--- config.mk ---
export PLATFORM = sky130hd
export DESIGN_NAME = lfs_ctrl
export DESIGN_NICKNAME = d
export VERILOG_FILES = /design/src/pkg/lfs_pkg.sv /design/src/lfs_ctrl.sv
export SDC_FILE = /design/constraint.sdc
export NUM_CORES = 1
export LEC_CHECK = 0
export BUFFER_PORTS_ARGS = -buffer_cell sky130_fd_sc_hd__buf_2
export CAP_MARGIN = 20
export CORE_ASPECT_RATIO = 0.8
export CORE_MARGIN = 1
export CORE_UTILIZATION = 49
export CTS_BUF_LIST = sky130_fd_sc_hd__clkbuf_4
export CTS_CLUSTER_SIZE = 24
export DETAILED_ROUTE_END_ITERATION = 7
export PLACE_DENSITY = 0.68
export RECOVER_POWER = 100
export SYNTH_ARGS = -nofsm -noshare
export SYNTH_HDL_FRONTEND = slang
export SYNTH_SLANG_ARGS = --single-unit
--- constraint.sdc ---
create_clock -name CLK_SYS_I -period 4.55 [get_ports CLK_SYS_I]
set_input_delay 0.2275 -clock CLK_SYS_I [delete_from_list [all_inputs] [get_ports CLK_SYS_I]]
set_output_delay 0.2275 -clock CLK_SYS_I [all_outputs]
set_load 0.1 [all_outputs]
--- src/pkg/lfs_pkg.sv ---
// Purpose: Shared constants and types for the LED driver sequencing and fault controller
// Assumes: 50 MHz system clock, AXI4-Lite register access
// Notes:   Register offsets are byte addresses of aligned 32-bit words
`default_nettype none
package lfs_pkg;
  localparam int          NUM_CH           = 6;
  localparam int          CLK_HZ           = 50_000_000;
  // Soft-start timing
  localparam int          SS_TOTAL_MS      = 8;
  localparam int          SS_STEPS         = 8;
  localparam int          SS_STEP_CYC      = (SS_TOTAL_MS * (CLK_HZ / 1000) + SS_STEPS - 1) / SS_STEPS;
  localparam logic [3:0]  SS_LIM_STEP_MA_X = 4'h1; // one step of 275 mA
  localparam int          ILIM_STEP_MA     = 275;
  // Open-circuit time-outs in PWM periods
  localparam logic [3:0]  OPEN_TMO_PWM     = 4'h6;
  localparam logic [3:0]  OPEN_TMO_HOT     = 4'h2;
  // Output short shutdown delay
  localparam int          SHORT_SD_MS      = 31;
  localparam int          SHORT_SD_CYC     = SHORT_SD_MS * (CLK_HZ / 1000);
  // Register map
  localparam logic [7:0]  REG_CTRL         = 8'h00;
  localparam logic [7:0]  REG_STATUS       = 8'h04;
  localparam logic [7:0]  REG_CHGOOD       = 8'h08;
  localparam logic [7:0]  REG_CHOPEN       = 8'h0c;
  localparam logic [7:0]  REG_CHOFF        = 8'h10;
  localparam logic [31:0] CTRL_RST         = 32'h0000_0000;
  localparam int          CTRL_SWEN_BIT    = 0;
  localparam int          CTRL_SLOWSS_BIT  = 1;
  localparam logic [1:0]  RESP_OKAY        = 2'h0;
  localparam logic [1:0]  RESP_SLVERR      = 2'h2;

  typedef enum logic [2:0] {
    LFS_IDLE  = 3'h0,
    LFS_INRSH = 3'h1,
    LFS_SOFT  = 3'h3,
    LFS_RUN   = 3'h2,
    LFS_HOT   = 3'h6,
    LFS_DEAD  = 3'h7
  } lfs_state_t;

  typedef struct packed {
    logic ovp;
    logic ot_low;
    logic ot_high;
    logic input_undervoltage_lockout;
    logic in_ocp;
    logic out_short;
    logic ovp_dip;
    logic stable;
  } lfs_sense_t;
endpackage
`default_nettype wire

--- src/lfs_ctrl.sv ---
// Purpose: Start-up sequencing, soft-start and channel fault handling of a 6-string LED driver
// Assumes: Analog comparator levels arrive asynchronously and are synchronised here
// Notes:   Analog loops are outside; this block only gates and classifies
// Behaviour
// [RQ1] Channel enables follow dimming PWM directly
// [RQ2] Current limit steps 275 mA to 2.2 A
// [RQ3] Soft-start at least 8 ms, slower when dim
// [RQ4] Switching waits for protection switch fully on
// [RQ5] Over-limit current ends on-time each cycle
// [RQ6] Fault flag latches on any fault event; here in_ocp and ovp_dip do not set it
// [RQ7] Flag clears only by power or re-enable
// [RQ8] Channel good once current reaches target
// [RQ9] Good channel dropping below target becomes open
// [RQ10] Overvoltage or low overtemp marks non-good open
// [RQ11] Open channel disabled after time-out only
// [RQ12] Shorter time-out above low overtemp threshold
// [RQ13] Channel above short threshold is disabled
// [RQ14] Fault decisions held off while unstable
// [RQ15] One faulted channel leaves others running
// [RQ16] Raised-voltage string stays on without overvoltage
// [RQ17] Input overcurrent shuts all channels down
// [RQ18] Boost short turns protection switch off
// [RQ19] Undervoltage stops switching and resets state
// [RQ20] Open time-out counts six PWM periods
// [RQ21] Output short shuts down after 31 ms
// [RQ22] Overvoltage-node dip turns protection switch off
// [RQ23] Upper overtemp stops all, restarts derated
// [RQ24] Disable resets sequencer and channel states
//
// Decided for this implementation: the address map and the AXI4-Lite register port.
`timescale 1ns/1ps
`default_nettype none
module lfs_ctrl #(
  parameter int SHORT_SD_CYC_P = lfs_pkg::SHORT_SD_CYC,
  parameter int SS_STEP_CYC_P  = lfs_pkg::SS_STEP_CYC
) (
  input  wire logic               CLK_SYS_I,
  input  wire logic               SRST_I,
  input  wire logic               EN_I,
  input  wire logic               PWM_I,
  input  wire logic               PSW_ON_I,
  input  wire logic               SW_OVER_I,
  input  wire logic [5:0]         CH_AT_TARGET_I,
  input  wire logic [5:0]         CH_SHORT_I,
  input  wire lfs_pkg::lfs_sense_t SENSE_I,
  output logic [5:0]              CH_EN_O,
  output logic                    BOOST_EN_O,
  output logic                    BOOST_ON_O,
  output logic [3:0]              ILIM_STEP_O,
  output logic [1:0]              DERATE_O,
  output logic                    FLAG_N_O,
  output logic                    FLAG_OE_O,
  output logic                    PSW_OFF_O,
  input  wire logic [7:0]         S_AXI_AWADDR,
  input  wire logic               S_AXI_AWVALID,
  output logic                    S_AXI_AWREADY,
  input  wire logic [31:0]        S_AXI_WDATA,
  input  wire logic [3:0]         S_AXI_WSTRB,
  input  wire logic               S_AXI_WVALID,
  output logic                    S_AXI_WREADY,
  output logic [1:0]              S_AXI_BRESP,
  output logic                    S_AXI_BVALID,
  input  wire logic               S_AXI_BREADY,
  input  wire logic [7:0]         S_AXI_ARADDR,
  input  wire logic               S_AXI_ARVALID,
  output logic                    S_AXI_ARREADY,
  output logic [31:0]             S_AXI_RDATA,
  output logic [1:0]              S_AXI_RRESP,
  output logic                    S_AXI_RVALID,
  input  wire logic               S_AXI_RREADY
);
  // ****************************************
  // Input synchronisers
  // ****************************************
  localparam int SW = 24;
  logic [SW-1:0] s1_reg;
  logic [SW-1:0] s2_reg;
  wire  [SW-1:0] raw_in = {EN_I, PWM_I, PSW_ON_I, SW_OVER_I, CH_AT_TARGET_I, CH_SHORT_I, SENSE_I};
  always_ff @(posedge CLK_SYS_I) begin
    s1_reg <= raw_in;
    s2_reg <= s1_reg;
  end
  wire              en_s     = s2_reg[23];
  wire              pwm_s    = s2_reg[22];
  wire              psw_on_s = s2_reg[21];
  wire              sw_ovr_s = s2_reg[20];
  wire [5:0]        tgt_s    = s2_reg[19:14];
  wire [5:0]        shrt_s   = s2_reg[13:8];
  lfs_pkg::lfs_sense_t sn;
  assign sn = s2_reg[7:0];

  // ****************************************
  // Register file over AXI4-Lite
  // ****************************************
  logic [31:0] ctrl_reg;
  logic        aw_got_reg;
  logic        w_got_reg;
  logic [7:0]  awaddr_reg;
  logic [31:0] wdata_reg;
  logic [3:0]  wstrb_reg;
  wire         wr_go   = aw_got_reg && w_got_reg && !S_AXI_BVALID;
  wire         wr_ctrl = wr_go && (awaddr_reg == lfs_pkg::REG_CTRL);
  wire         wr_map  = (awaddr_reg == lfs_pkg::REG_CTRL);
  wire         sw_en   = ctrl_reg[lfs_pkg::CTRL_SWEN_BIT];
  wire         slow_ss = ctrl_reg[lfs_pkg::CTRL_SLOWSS_BIT];
  wire [31:0]  ctrl_wr;
  genvar gb;
  generate
    for (gb = 0; gb < 4; gb++) begin : g_be
      assign ctrl_wr[gb*8 +: 8] = wstrb_reg[gb] ? wdata_reg[gb*8 +: 8] : ctrl_reg[gb*8 +: 8];
    end
  endgenerate
  always_ff @(posedge CLK_SYS_I) begin
    if (SRST_I) begin
      aw_got_reg <= 1'b0;
      w_got_reg  <= 1'b0;
      awaddr_reg <= 8'h00;
      wdata_reg  <= 32'h0000_0000;
      wstrb_reg  <= 4'h0;
      ctrl_reg   <= lfs_pkg::CTRL_RST;
      S_AXI_BVALID <= 1'b0;
      S_AXI_BRESP  <= lfs_pkg::RESP_OKAY;
    end else begin
      if (S_AXI_AWVALID && S_AXI_AWREADY) begin
        aw_got_reg <= 1'b1;
        awaddr_reg <= S_AXI_AWADDR;
      end
      if (S_AXI_WVALID && S_AXI_WREADY) begin
        w_got_reg <= 1'b1;
        wdata_reg <= S_AXI_WDATA;
        wstrb_reg <= S_AXI_WSTRB;
      end
      if (wr_go) begin
        aw_got_reg   <= 1'b0;
        w_got_reg    <= 1'b0;
        S_AXI_BVALID <= 1'b1;
        S_AXI_BRESP  <= wr_map ? lfs_pkg::RESP_OKAY : lfs_pkg::RESP_SLVERR;
      end else if (S_AXI_BREADY) begin
        S_AXI_BVALID <= 1'b0;
      end
      if (wr_ctrl) begin
        ctrl_reg <= ctrl_wr;
      end
    end
  end
  assign S_AXI_AWREADY = !aw_got_reg && !SRST_I;
  assign S_AXI_WREADY  = !w_got_reg && !SRST_I;

  // ****************************************
  // Sequencer
  // ****************************************
  lfs_pkg::lfs_state_t st_reg;
  lfs_pkg::lfs_state_t st_next;
  logic [3:0]  ilim_reg;
  logic [1:0]  derate_reg;
  logic [31:0] ss_cnt_reg;
  logic [31:0] sd_cnt_reg;
  logic        flag_reg;
  logic        psw_off_reg;
  logic        ovp_hi_seen_reg;
  logic        pwm_d_reg;
  logic [5:0]  good_reg;
  logic [5:0]  open_reg;
  logic [5:0]  off_reg;
  localparam int NCH_L = lfs_pkg::NUM_CH;
  logic [3:0]  tmo_reg [NCH_L-1:0];

  wire active   = en_s && sw_en && !sn.input_undervoltage_lockout;                 // [RQ19] [RQ24]
  wire pwm_rise = pwm_s && !pwm_d_reg;
  // Dim operation stretches each step until PWM is high too
  wire dim      = slow_ss && !pwm_s;                         // [RQ3]
  wire ss_tick  = (ss_cnt_reg >= 32'(SS_STEP_CYC_P - 1)) && (!dim || pwm_rise);
  wire running  = (st_reg == lfs_pkg::LFS_SOFT) || (st_reg == lfs_pkg::LFS_RUN);
  wire ovp_dip  = ovp_hi_seen_reg && sn.ovp_dip;
  wire boost_sc = sn.out_short && (sd_cnt_reg >= 32'(SHORT_SD_CYC_P - 1)); // [RQ21]
  wire any_flt  = (|(open_reg & tgt_s) == 1'b0 && |open_reg) || |(shrt_s & good_reg)
                  || sn.ovp || sn.ot_low || sn.ot_high || sn.out_short;

  always_comb begin
    st_next = st_reg;
    case (st_reg)
      lfs_pkg::LFS_IDLE:  if (active) st_next = lfs_pkg::LFS_INRSH;
      lfs_pkg::LFS_INRSH: if (psw_on_s) st_next = lfs_pkg::LFS_SOFT;     // [RQ4]
      lfs_pkg::LFS_SOFT:  if (ss_tick && ilim_reg == 4'h8) st_next = lfs_pkg::LFS_RUN;
      lfs_pkg::LFS_RUN:   st_next = lfs_pkg::LFS_RUN;
      lfs_pkg::LFS_HOT:   if (!sn.ot_high) st_next = lfs_pkg::LFS_INRSH; // [RQ23]
      lfs_pkg::LFS_DEAD:  st_next = lfs_pkg::LFS_DEAD;
      default:            st_next = lfs_pkg::LFS_IDLE;
    endcase
    if (running && sn.ot_high) st_next = lfs_pkg::LFS_HOT;               // [RQ23]
    if (running && boost_sc) st_next = lfs_pkg::LFS_DEAD;               // [RQ21]
    if (!active) st_next = lfs_pkg::LFS_IDLE;                            // [RQ19] [RQ24]
  end

  always_ff @(posedge CLK_SYS_I) begin
    if (SRST_I) begin
      st_reg          <= lfs_pkg::LFS_IDLE;
      ilim_reg        <= 4'h0;
      derate_reg      <= 2'h0;
      ss_cnt_reg      <= 32'h0000_0000;
      sd_cnt_reg      <= 32'h0000_0000;
      flag_reg        <= 1'b0;
      psw_off_reg     <= 1'b0;
      ovp_hi_seen_reg <= 1'b0;
      pwm_d_reg       <= 1'b0;
    end else begin
      st_reg    <= st_next;
      pwm_d_reg <= pwm_s;
      if (st_next == lfs_pkg::LFS_SOFT && st_reg != lfs_pkg::LFS_SOFT) begin
        ilim_reg   <= lfs_pkg::SS_LIM_STEP_MA_X;                       // [RQ2]
        ss_cnt_reg <= 32'h0000_0000;
      end else if (st_reg == lfs_pkg::LFS_SOFT) begin
        ss_cnt_reg <= ss_tick ? 32'h0000_0000 : ss_cnt_reg + 32'h0000_0001;
        if (ss_tick && ilim_reg != 4'h8) ilim_reg <= ilim_reg + 4'h1;  // [RQ2] [RQ3]
      end
      if (!active) begin
        ilim_reg        <= 4'h0;
        derate_reg      <= 2'h0;
        flag_reg        <= 1'b0;                                        // [RQ7]
        psw_off_reg     <= 1'b0;
        ovp_hi_seen_reg <= 1'b0;
        sd_cnt_reg      <= 32'h0000_0000;
      end else begin
        if (any_flt) flag_reg <= 1'b1;                                  // [RQ6]
        if (st_reg != lfs_pkg::LFS_HOT && st_next == lfs_pkg::LFS_HOT && derate_reg != 2'h3)
          derate_reg <= derate_reg + 2'h1;                              // [RQ23]
        if (sn.out_short && sd_cnt_reg < 32'(SHORT_SD_CYC_P))
          sd_cnt_reg <= sd_cnt_reg + 32'h0000_0001;
        if (!sn.ovp_dip) ovp_hi_seen_reg <= 1'b1;
        if (boost_sc || ovp_dip) psw_off_reg <= 1'b1;                   // [RQ18] [RQ22]
      end
    end
  end

  // ****************************************
  // Per-channel good/open tracking
  // ****************************************
  wire open_all = sn.ovp || sn.ot_low;                                   // [RQ10] [RQ16]
  wire [3:0] tmo_lim = sn.ot_low ? lfs_pkg::OPEN_TMO_HOT : lfs_pkg::OPEN_TMO_PWM; // [RQ12] [RQ20]
  genvar gc;
  generate
    for (gc = 0; gc < NCH_L; gc++) begin : g_ch
      always_ff @(posedge CLK_SYS_I) begin
        if (SRST_I || !active) begin                                     // [RQ24]
          good_reg[gc] <= 1'b0;
          open_reg[gc] <= 1'b0;
          off_reg[gc]  <= 1'b0;
          tmo_reg[gc]  <= 4'h0;
        end else if (running && sn.stable && !off_reg[gc]) begin         // [RQ14] [RQ15]
          if (tgt_s[gc]) good_reg[gc] <= 1'b1;                           // [RQ8]
          if (shrt_s[gc] && pwm_s) off_reg[gc] <= 1'b1;                  // [RQ13]
          if ((good_reg[gc] && !tgt_s[gc] && pwm_s) || (!good_reg[gc] && open_all))
            open_reg[gc] <= 1'b1;                                        // [RQ9] [RQ10]
          if (open_reg[gc] && pwm_rise) begin
            if (tmo_reg[gc] >= tmo_lim - 4'h1) off_reg[gc] <= 1'b1;      // [RQ11] [RQ20]
            else tmo_reg[gc] <= tmo_reg[gc] + 4'h1;
          end
        end
      end
    end
  endgenerate

  // ****************************************
  // Outputs
  // ****************************************
  always_ff @(posedge CLK_SYS_I) begin
    if (SRST_I) begin
      CH_EN_O     <= 6'h00;
      BOOST_EN_O  <= 1'b0;
      BOOST_ON_O  <= 1'b0;
      ILIM_STEP_O <= 4'h0;
      DERATE_O    <= 2'h0;
      FLAG_N_O    <= 1'b0;
      FLAG_OE_O   <= 1'b0;
      PSW_OFF_O   <= 1'b0;
    end else begin
      // PWM is not resampled, only delayed by the synchroniser and this output register
      CH_EN_O     <= (running && !sn.in_ocp) ? ({6{pwm_s}} & ~off_reg) : 6'h00; // [RQ1] [RQ15] [RQ17]
      BOOST_EN_O  <= running && !sn.in_ocp;                              // [RQ4] [RQ17]
      BOOST_ON_O  <= running && !sn.in_ocp && !sw_ovr_s;                // [RQ5]
      ILIM_STEP_O <= ilim_reg;
      DERATE_O    <= derate_reg;
      FLAG_N_O    <= 1'b0;
      FLAG_OE_O   <= flag_reg;                                           // [RQ6]
      PSW_OFF_O   <= psw_off_reg;                                        // [RQ18]
    end
  end

  // Read channel
  logic [31:0] rd_mux;
  assign rd_mux = (S_AXI_ARADDR == lfs_pkg::REG_CTRL)   ? ctrl_reg :
                  (S_AXI_ARADDR == lfs_pkg::REG_STATUS) ?
                    {20'h00000, derate_reg, ilim_reg, flag_reg, psw_off_reg, 1'b0, st_reg} :
                  (S_AXI_ARADDR == lfs_pkg::REG_CHGOOD) ? {26'h0, good_reg} :
                  (S_AXI_ARADDR == lfs_pkg::REG_CHOPEN) ? {26'h0, open_reg} :
                  (S_AXI_ARADDR == lfs_pkg::REG_CHOFF)  ? {26'h0, off_reg}  : 32'h0000_0000;
  wire rd_map = (S_AXI_ARADDR <= lfs_pkg::REG_CHOFF) && (S_AXI_ARADDR[1:0] == 2'h0);
  always_ff @(posedge CLK_SYS_I) begin
    if (SRST_I) begin
      S_AXI_RVALID <= 1'b0;
      S_AXI_RDATA  <= 32'h0000_0000;
      S_AXI_RRESP  <= lfs_pkg::RESP_OKAY;
    end else if (S_AXI_ARVALID && S_AXI_ARREADY) begin
      S_AXI_RVALID <= 1'b1;
      S_AXI_RDATA  <= rd_mux;
      S_AXI_RRESP  <= rd_map ? lfs_pkg::RESP_OKAY : lfs_pkg::RESP_SLVERR;
    end else if (S_AXI_RREADY) begin
      S_AXI_RVALID <= 1'b0;
    end
  end
  assign S_AXI_ARREADY = !S_AXI_RVALID && !SRST_I;
endmodule
`default_nettype wire

After elaboration in Yosys (flattened, before gate mapping). Memories as Yosys holds them, arrays and structs flattened. Index checks and enable logic that the tools add are counted.

RAM bits: 24. Output and inout bits: 58. Bits in latches: 0. Input port bits: 83. ROM bits: 0. Memories: 1. Register bits after elaboration: 275. Word-level logic and storage cells: 326.

Bitwise gates (word level): 13. Multiply operators: 0. Equal/unequal tests: 16. Reduce and logical (&&, ||, !) cells: 145. Div/mod/pow operators: 0. Multiplexer cells: 79. Order comparisons: 10. Add/subtract/negate cells: 11. Shift operators: 0.

Memory list: tmo_reg (depth 6, width 4, read ports 6, clocked after Yosys merged registers in 0, wr ports 6, line lfs_ctrl.sv:166) `logic [3:0] tmo_reg [NCH_L-1:0];`.

Operators by type and width (count): logical AND 1 bit (65); adder 32 x 1 -> 32 bit (second input constant) (2); 2-to-1 mux 32 bit (2); 2-to-1 mux 1 bit (57); AND reduction 2 bit (18); greater-or-equal comparator 32 x 16 -> 1 bit (second input constant) (1); greater-or-equal comparator 32 x 21 -> 1 bit (second input constant) (1); less-than comparator 32 x 21 -> 1 bit (second input constant) (1); zero test 1 bit (30); adder 4 x 1 -> 4 bit (second input constant) (7); greater-or-equal comparator 4 bit (6); 2-to-1 mux 4 bit (6); 2-to-1 mux 3 bit (7); AND 6 bit (3); 2-to-1 mux 6 bit (3); one-hot mux 3 bit (6 select lines) (1); OR reduction 6 bit (3); equality test 8 x 4 -> 1 bit (second input constant) (2); zero test 8 bit (2); logical OR 1 bit (16); 2-to-1 mux 12 bit (1); equality test 3 x 2 -> 1 bit (second input constant) (3); equality test 3 bit (second input constant) (3); equality test 8 x 3 -> 1 bit (second input constant) (1); 19 further kinds (33).

Longest topological paths before layout.
Depth in word-level cells: 15. Gate-level depth with buffers: 10. Mapped depth without buffers: 8.

Least setup slack after synthesis. Ideal clock, no wire load.

Kind: reg2reg. Start point: register S_AXI_RVALID. End point: register S_AXI_RDATA[18]. Path slack: 1306 ps. Stages on the path, launching flop included: 5. Setup time: 118 ps. Arrival time: 3127 ps. Period minus slack after synthesis: 3244 ps. Data required time: 4432 ps. Buffers on the path: 1. Cells stage by stage: dfxtp_1 -> nor2_1 -> a21oi_1 -> clkbuf_1 -> a22o_1.

Longest elaborated chain between the ends: 3.

Ends and longest elaborated chain: from (decl) (line lfs_ctrl.sv:69) `output logic S_AXI_RVALID,`; from (signal assigned) (line lfs_ctrl.sv:300) `S_AXI_RVALID <= 1'b0;`; from (signal assigned) (line lfs_ctrl.sv:304) `S_AXI_RVALID <= 1'b1;`; from (signal assigned) (line lfs_ctrl.sv:308) `S_AXI_RVALID <= 1'b0;`; zero test 1 bit (line lfs_ctrl.sv:311) `assign S_AXI_ARREADY = !S_AXI_RVALID && !SRST_I;`; logical AND 1 bit (line lfs_ctrl.sv:311); net S_AXI_ARREADY (line lfs_ctrl.sv:66) `output logic S_AXI_ARREADY,`; logical AND 1 bit (line lfs_ctrl.sv:303) `end else if (S_AXI_ARVALID && S_AXI_ARREADY) begin`; to (signal assigned) (line lfs_ctrl.sv:305) `S_AXI_RDATA <= rd_mux;`; to (decl) (line lfs_ctrl.sv:67) `output logic [31:0] S_AXI_RDATA,`.

The timed path passes the listed nets, and every way through them passes these cells. A chain may end at the register's enable or synchronous reset.

Worst setup path in the final report.
Start point: register ss_cnt_reg[0]. End point: register ss_cnt_reg[10].

Longest elaborated chain between the ends: 11. Elaborated cells between the ends (all ways): 13. Classes of those cells: add/sub (1); order compare (1); eq/ne (1); mux (6); reduce/logical (4).

Ends and longest elaborated chain: from (decl) (line lfs_ctrl.sv:156) `logic [31:0] ss_cnt_reg;`; from (signal assigned) (line lfs_ctrl.sv:213) `ss_cnt_reg <= ss_tick ? 32'h0000_0000 : ss_cnt_reg + 32'h0000_0001;`; greater-or-equal comparator 32 x 16 -> 1 bit (line lfs_ctrl.sv:172) `wire ss_tick = (ss_cnt_reg >= 32'(SS_STEP_CYC_P - 1)) && (!dim || pwm_rise);`; logical AND 1 bit (line lfs_ctrl.sv:172); logical AND 1 bit (line lfs_ctrl.sv:184) `lfs_pkg::LFS_SOFT: if (ss_tick && ilim_reg == 4'h8) st_next = lfs_pkg::LFS_RUN;`; 2-to-1 mux 3 bit (line lfs_ctrl.sv:184); one-hot mux 3 bit (6 select lines) (line lfs_ctrl.sv:181) `case (st_reg)`; 2-to-1 mux 3 bit (line lfs_ctrl.sv:190) `if (running && sn.ot_high) st_next = lfs_pkg::LFS_HOT;`; 2-to-1 mux 3 bit (line lfs_ctrl.sv:191) `if (running && boost_sc) st_next = lfs_pkg::LFS_DEAD;`; 2-to-1 mux 3 bit (line lfs_ctrl.sv:192) `if (!active) st_next = lfs_pkg::LFS_IDLE;`; equality test 3 x 2 -> 1 bit (line lfs_ctrl.sv:209) `if (st_next == lfs_pkg::LFS_SOFT && st_reg != lfs_pkg::LFS_SOFT) begin`; logical AND 1 bit (line lfs_ctrl.sv:209); OR reduction 2 bit (no source line).

Parallel ways exist; a longest one is shown, timed or not.

==> impl_results.md <==
* Sequential area share after synthesis at 53.3%
* Commonest cells after routing, fill and taps aside: dfxtp_1 (273), nand2_1 (169), nor2_1 (152)
* Initial drt markers at 640
* Worst reg2reg path endpoint: ss_cnt_reg[10]$_SDFFE_PP0P_
* CP arrival at 3.58 ns
* Fin crit share at 68.5%
* Failing checks: capacitance limit, slew limit
* Worst r2r src: ss_cnt_reg[0]$_SDFFE_PP0P_
* RSZ-0062 raised after global routing: no
* First-pass GRT wire length at 44.0 mm
* Met1 usage at 29.5%
* Ports at 141
* RD Place Congestion at 0.829
* Max frequency at 321 MHz
* Max cap viols at 1
* Async SR Flop Fraction at 0%
* Crit path from: ss_cnt_reg[0]$_SDFFE_PP0P_
* Initial antenna violation count at 1
* Crit path kind: reg2reg
* Synth top area share at 47.1%
* Worst-path clk slew at 0.07 ns
* M3 GR Usage at 5.79%
* # DRC at 0
* Actual slew at the worst max-slew pin at 1.80 ns
* Final min period at 3.12 ns
* TritonCTS buffer count at 74
* Worst skew pair latency at 0.69 ns
* Die area at 24300 sq um
* Vias in the first global route at 9068
* Worst-path fanout max at 29
* Fin cells at 1840
* Root Buffer: clkbuf_4
* Worst vdd ir at 226 uV
* Rel. slew slack at -20.1%
* Setup bufs post-CTS at 0
* Status: finished with violations
* Synth Warn # at 0
* Share of cells above drive strength 1 at 14.4%
* WP data required at 5.01 ns
* Crit. End Element: flip-flop
* Router iterations before antenna repair at 4
* Vias per Instance at 5.11
* Initial core utilization at 50.8%
* Largest net degree at the start of global routing at 73
* Largest cells by area after synthesis: dfxtp_1 (47%), edfxtp_1 (6.2%), nand2_1 (5.5%)
* # setup viols final at 0
* Hold Crit Class: in2reg
* Final setup TNS at 0 ns
* Flop2flop setup slack at 1.43 ns
* Cell Rows at 49
* GRT Total Usage at 22.2%
* Util after Layout at 61.9%
* Synth cell types at 64
* Vias at 9410
* Hold Crit Depth at 3
* Worst Reg-to-Reg Cells at 7
* Pleak at 5.41 nW
* Detailed Route WL at 26.9 mm
* Synthesized flop and latch total at 297
* Busiest layer in global routing: met2
* Mapped Area at 11600 sq um
* Max Slew Vio Count at 30
* Clock Skew at 0.0488 ns
* Pwr/cell area at 379 nW/um^2
* Post-synth EDFFs at 24
* Number of port buffers at 137
* CTS sink count at 297
* Clk buf depth at 3
* Chip Height at 140 microns
* HP Start: S_AXI_ARVALID
* Post-synth top flop: dfxtp_1
* Commonest non-fill, non-tap cell in the layout: dfxtp_1
* Die boundary width at 174 microns
* Avg WL per Cell at 14.6 microns
* NumNets Final at 1590
* Post-detail-place hpwl at 17.6 mm
* CTS tree: built
* Total grt overflow at 0
* Fin. Hold Viols at 0
* Post-Place Cells at 1631
* Worst Hold End: S_AXI_RDATA[6]$_SDFFE_PP0P_
* Post-route ant nets at 0
* Post-Synthesis Cells at 1238
* Synthesized area per cell at 9.37 sq um
* Core area at 22900 sq um
* Area growth syn-to-layout at 22.0%
* CTS resizes at 0
* Met2 Resource Use GR at 34.7%
* Area leader, netlist: dfxtp_1
* Htree depth at 3
* Worst Setup Start Kind: flip-flop
## per-stage QoR
stage,total power (W),instance area (sq um),worst slack (ns),hold slack [ns]
4_1_cts,0.00542,14300,2.06,0.00989
2_1_floorplan,0.00291,11600,1.31,0.255
6_report,0.00537,14200,1.43,0.0432
3_5_place_dp,0.00298,12500,2.08,0.312
3_3_place_gp,0.00297,12500,2.13,0.312
5_1_grt,0.00559,14200,1.10,0.0557
## worst max path at each step
stage | slack, ns | to
after CTS | 2.06 | ss_cnt_reg[10]$_SDFFE_PP0P_
after floorplan | 1.31 | S_AXI_RDATA[18]$_SDFFE_PP0P_
after global placement | 2.13 | ss_cnt_reg[8]$_SDFFE_PP0P_
after global routing | 1.10 | ss_cnt_reg[13]$_SDFFE_PP0P_
final | 1.43 | ss_cnt_reg[10]$_SDFFE_PP0P_
after detailed placement | 2.08 | ss_cnt_reg[10]$_SDFFE_PP0P_
## critical path: stages (launching register included)
cell      delay, ns
dfxtp_1        0.38
ha_1           0.22
nand3_1        0.09
a211oi_1       0.24
o21ai_0        0.18
and2_0         0.27
o21bai_2       1.40
nor2_1         0.12
## Yosys cell counts (all sizes together) (12+ instances only)
cell type and number:
o21ai 60, ha 29, nand2 169, dfxtp 273, or3 12, and2 20
inv 33, nand2b 43, xnor2 29, a22o 22, buf 17, nor3 15
a21oi 65, xor2 29, and3 12, nand3 25, clkbuf 39, nor4 17
nor2 162, edfxtp 24, mux2i 25, nand4 18
## cell families after synthesis
group / after synthesis / share of synthesized area, %
muxes: 27 / 2.35
xor gates and xnor gates: 58 / 4.38
AOI/OAI and AO/OA: 203 / 10.9
other: 1 / 0.0323
buffers and inverters: 89 / 3.32
DFF: 297 / 53.3
adders and majority gates: 29 / 3.13
and+or+nand+nor: 534 / 22.6
## area by class of cell
| class | instances | area, sq um |
|---|---|---|
| clock inverter | 22 | 204 |
| fill | 2005 | 8710 |
| multi-input combinational | 854 | 5030 |
| inverter | 33 | 124 |
| timing repair buffer | 218 | 1420 |
| clock buffer | 109 | 818 |
| tap | 306 | 383 |
| antenna | 1 | 2.50 |
| sequential | 297 | 6190 |
## repair_timing
action	4_1_cts	5_1_grt
setup endpoints to repair	0	0
hold endpoints to repair	85	0
hold buffers	76	0
## metal layers
layer	up-vias	part of all wire (%)
met5	-	0
met2	249	45
met3	48	6.1
li1	4743	-
met4	0	1.7
met1	4370	47
## power by group
part | switching, W | internal [W]
Clock | 0.00106 | 0.00133
Sequential | 0.0000379 | 0.00269
Combinational | 0.000142 | 0.000108
Power figures use the tool's default switching activity.
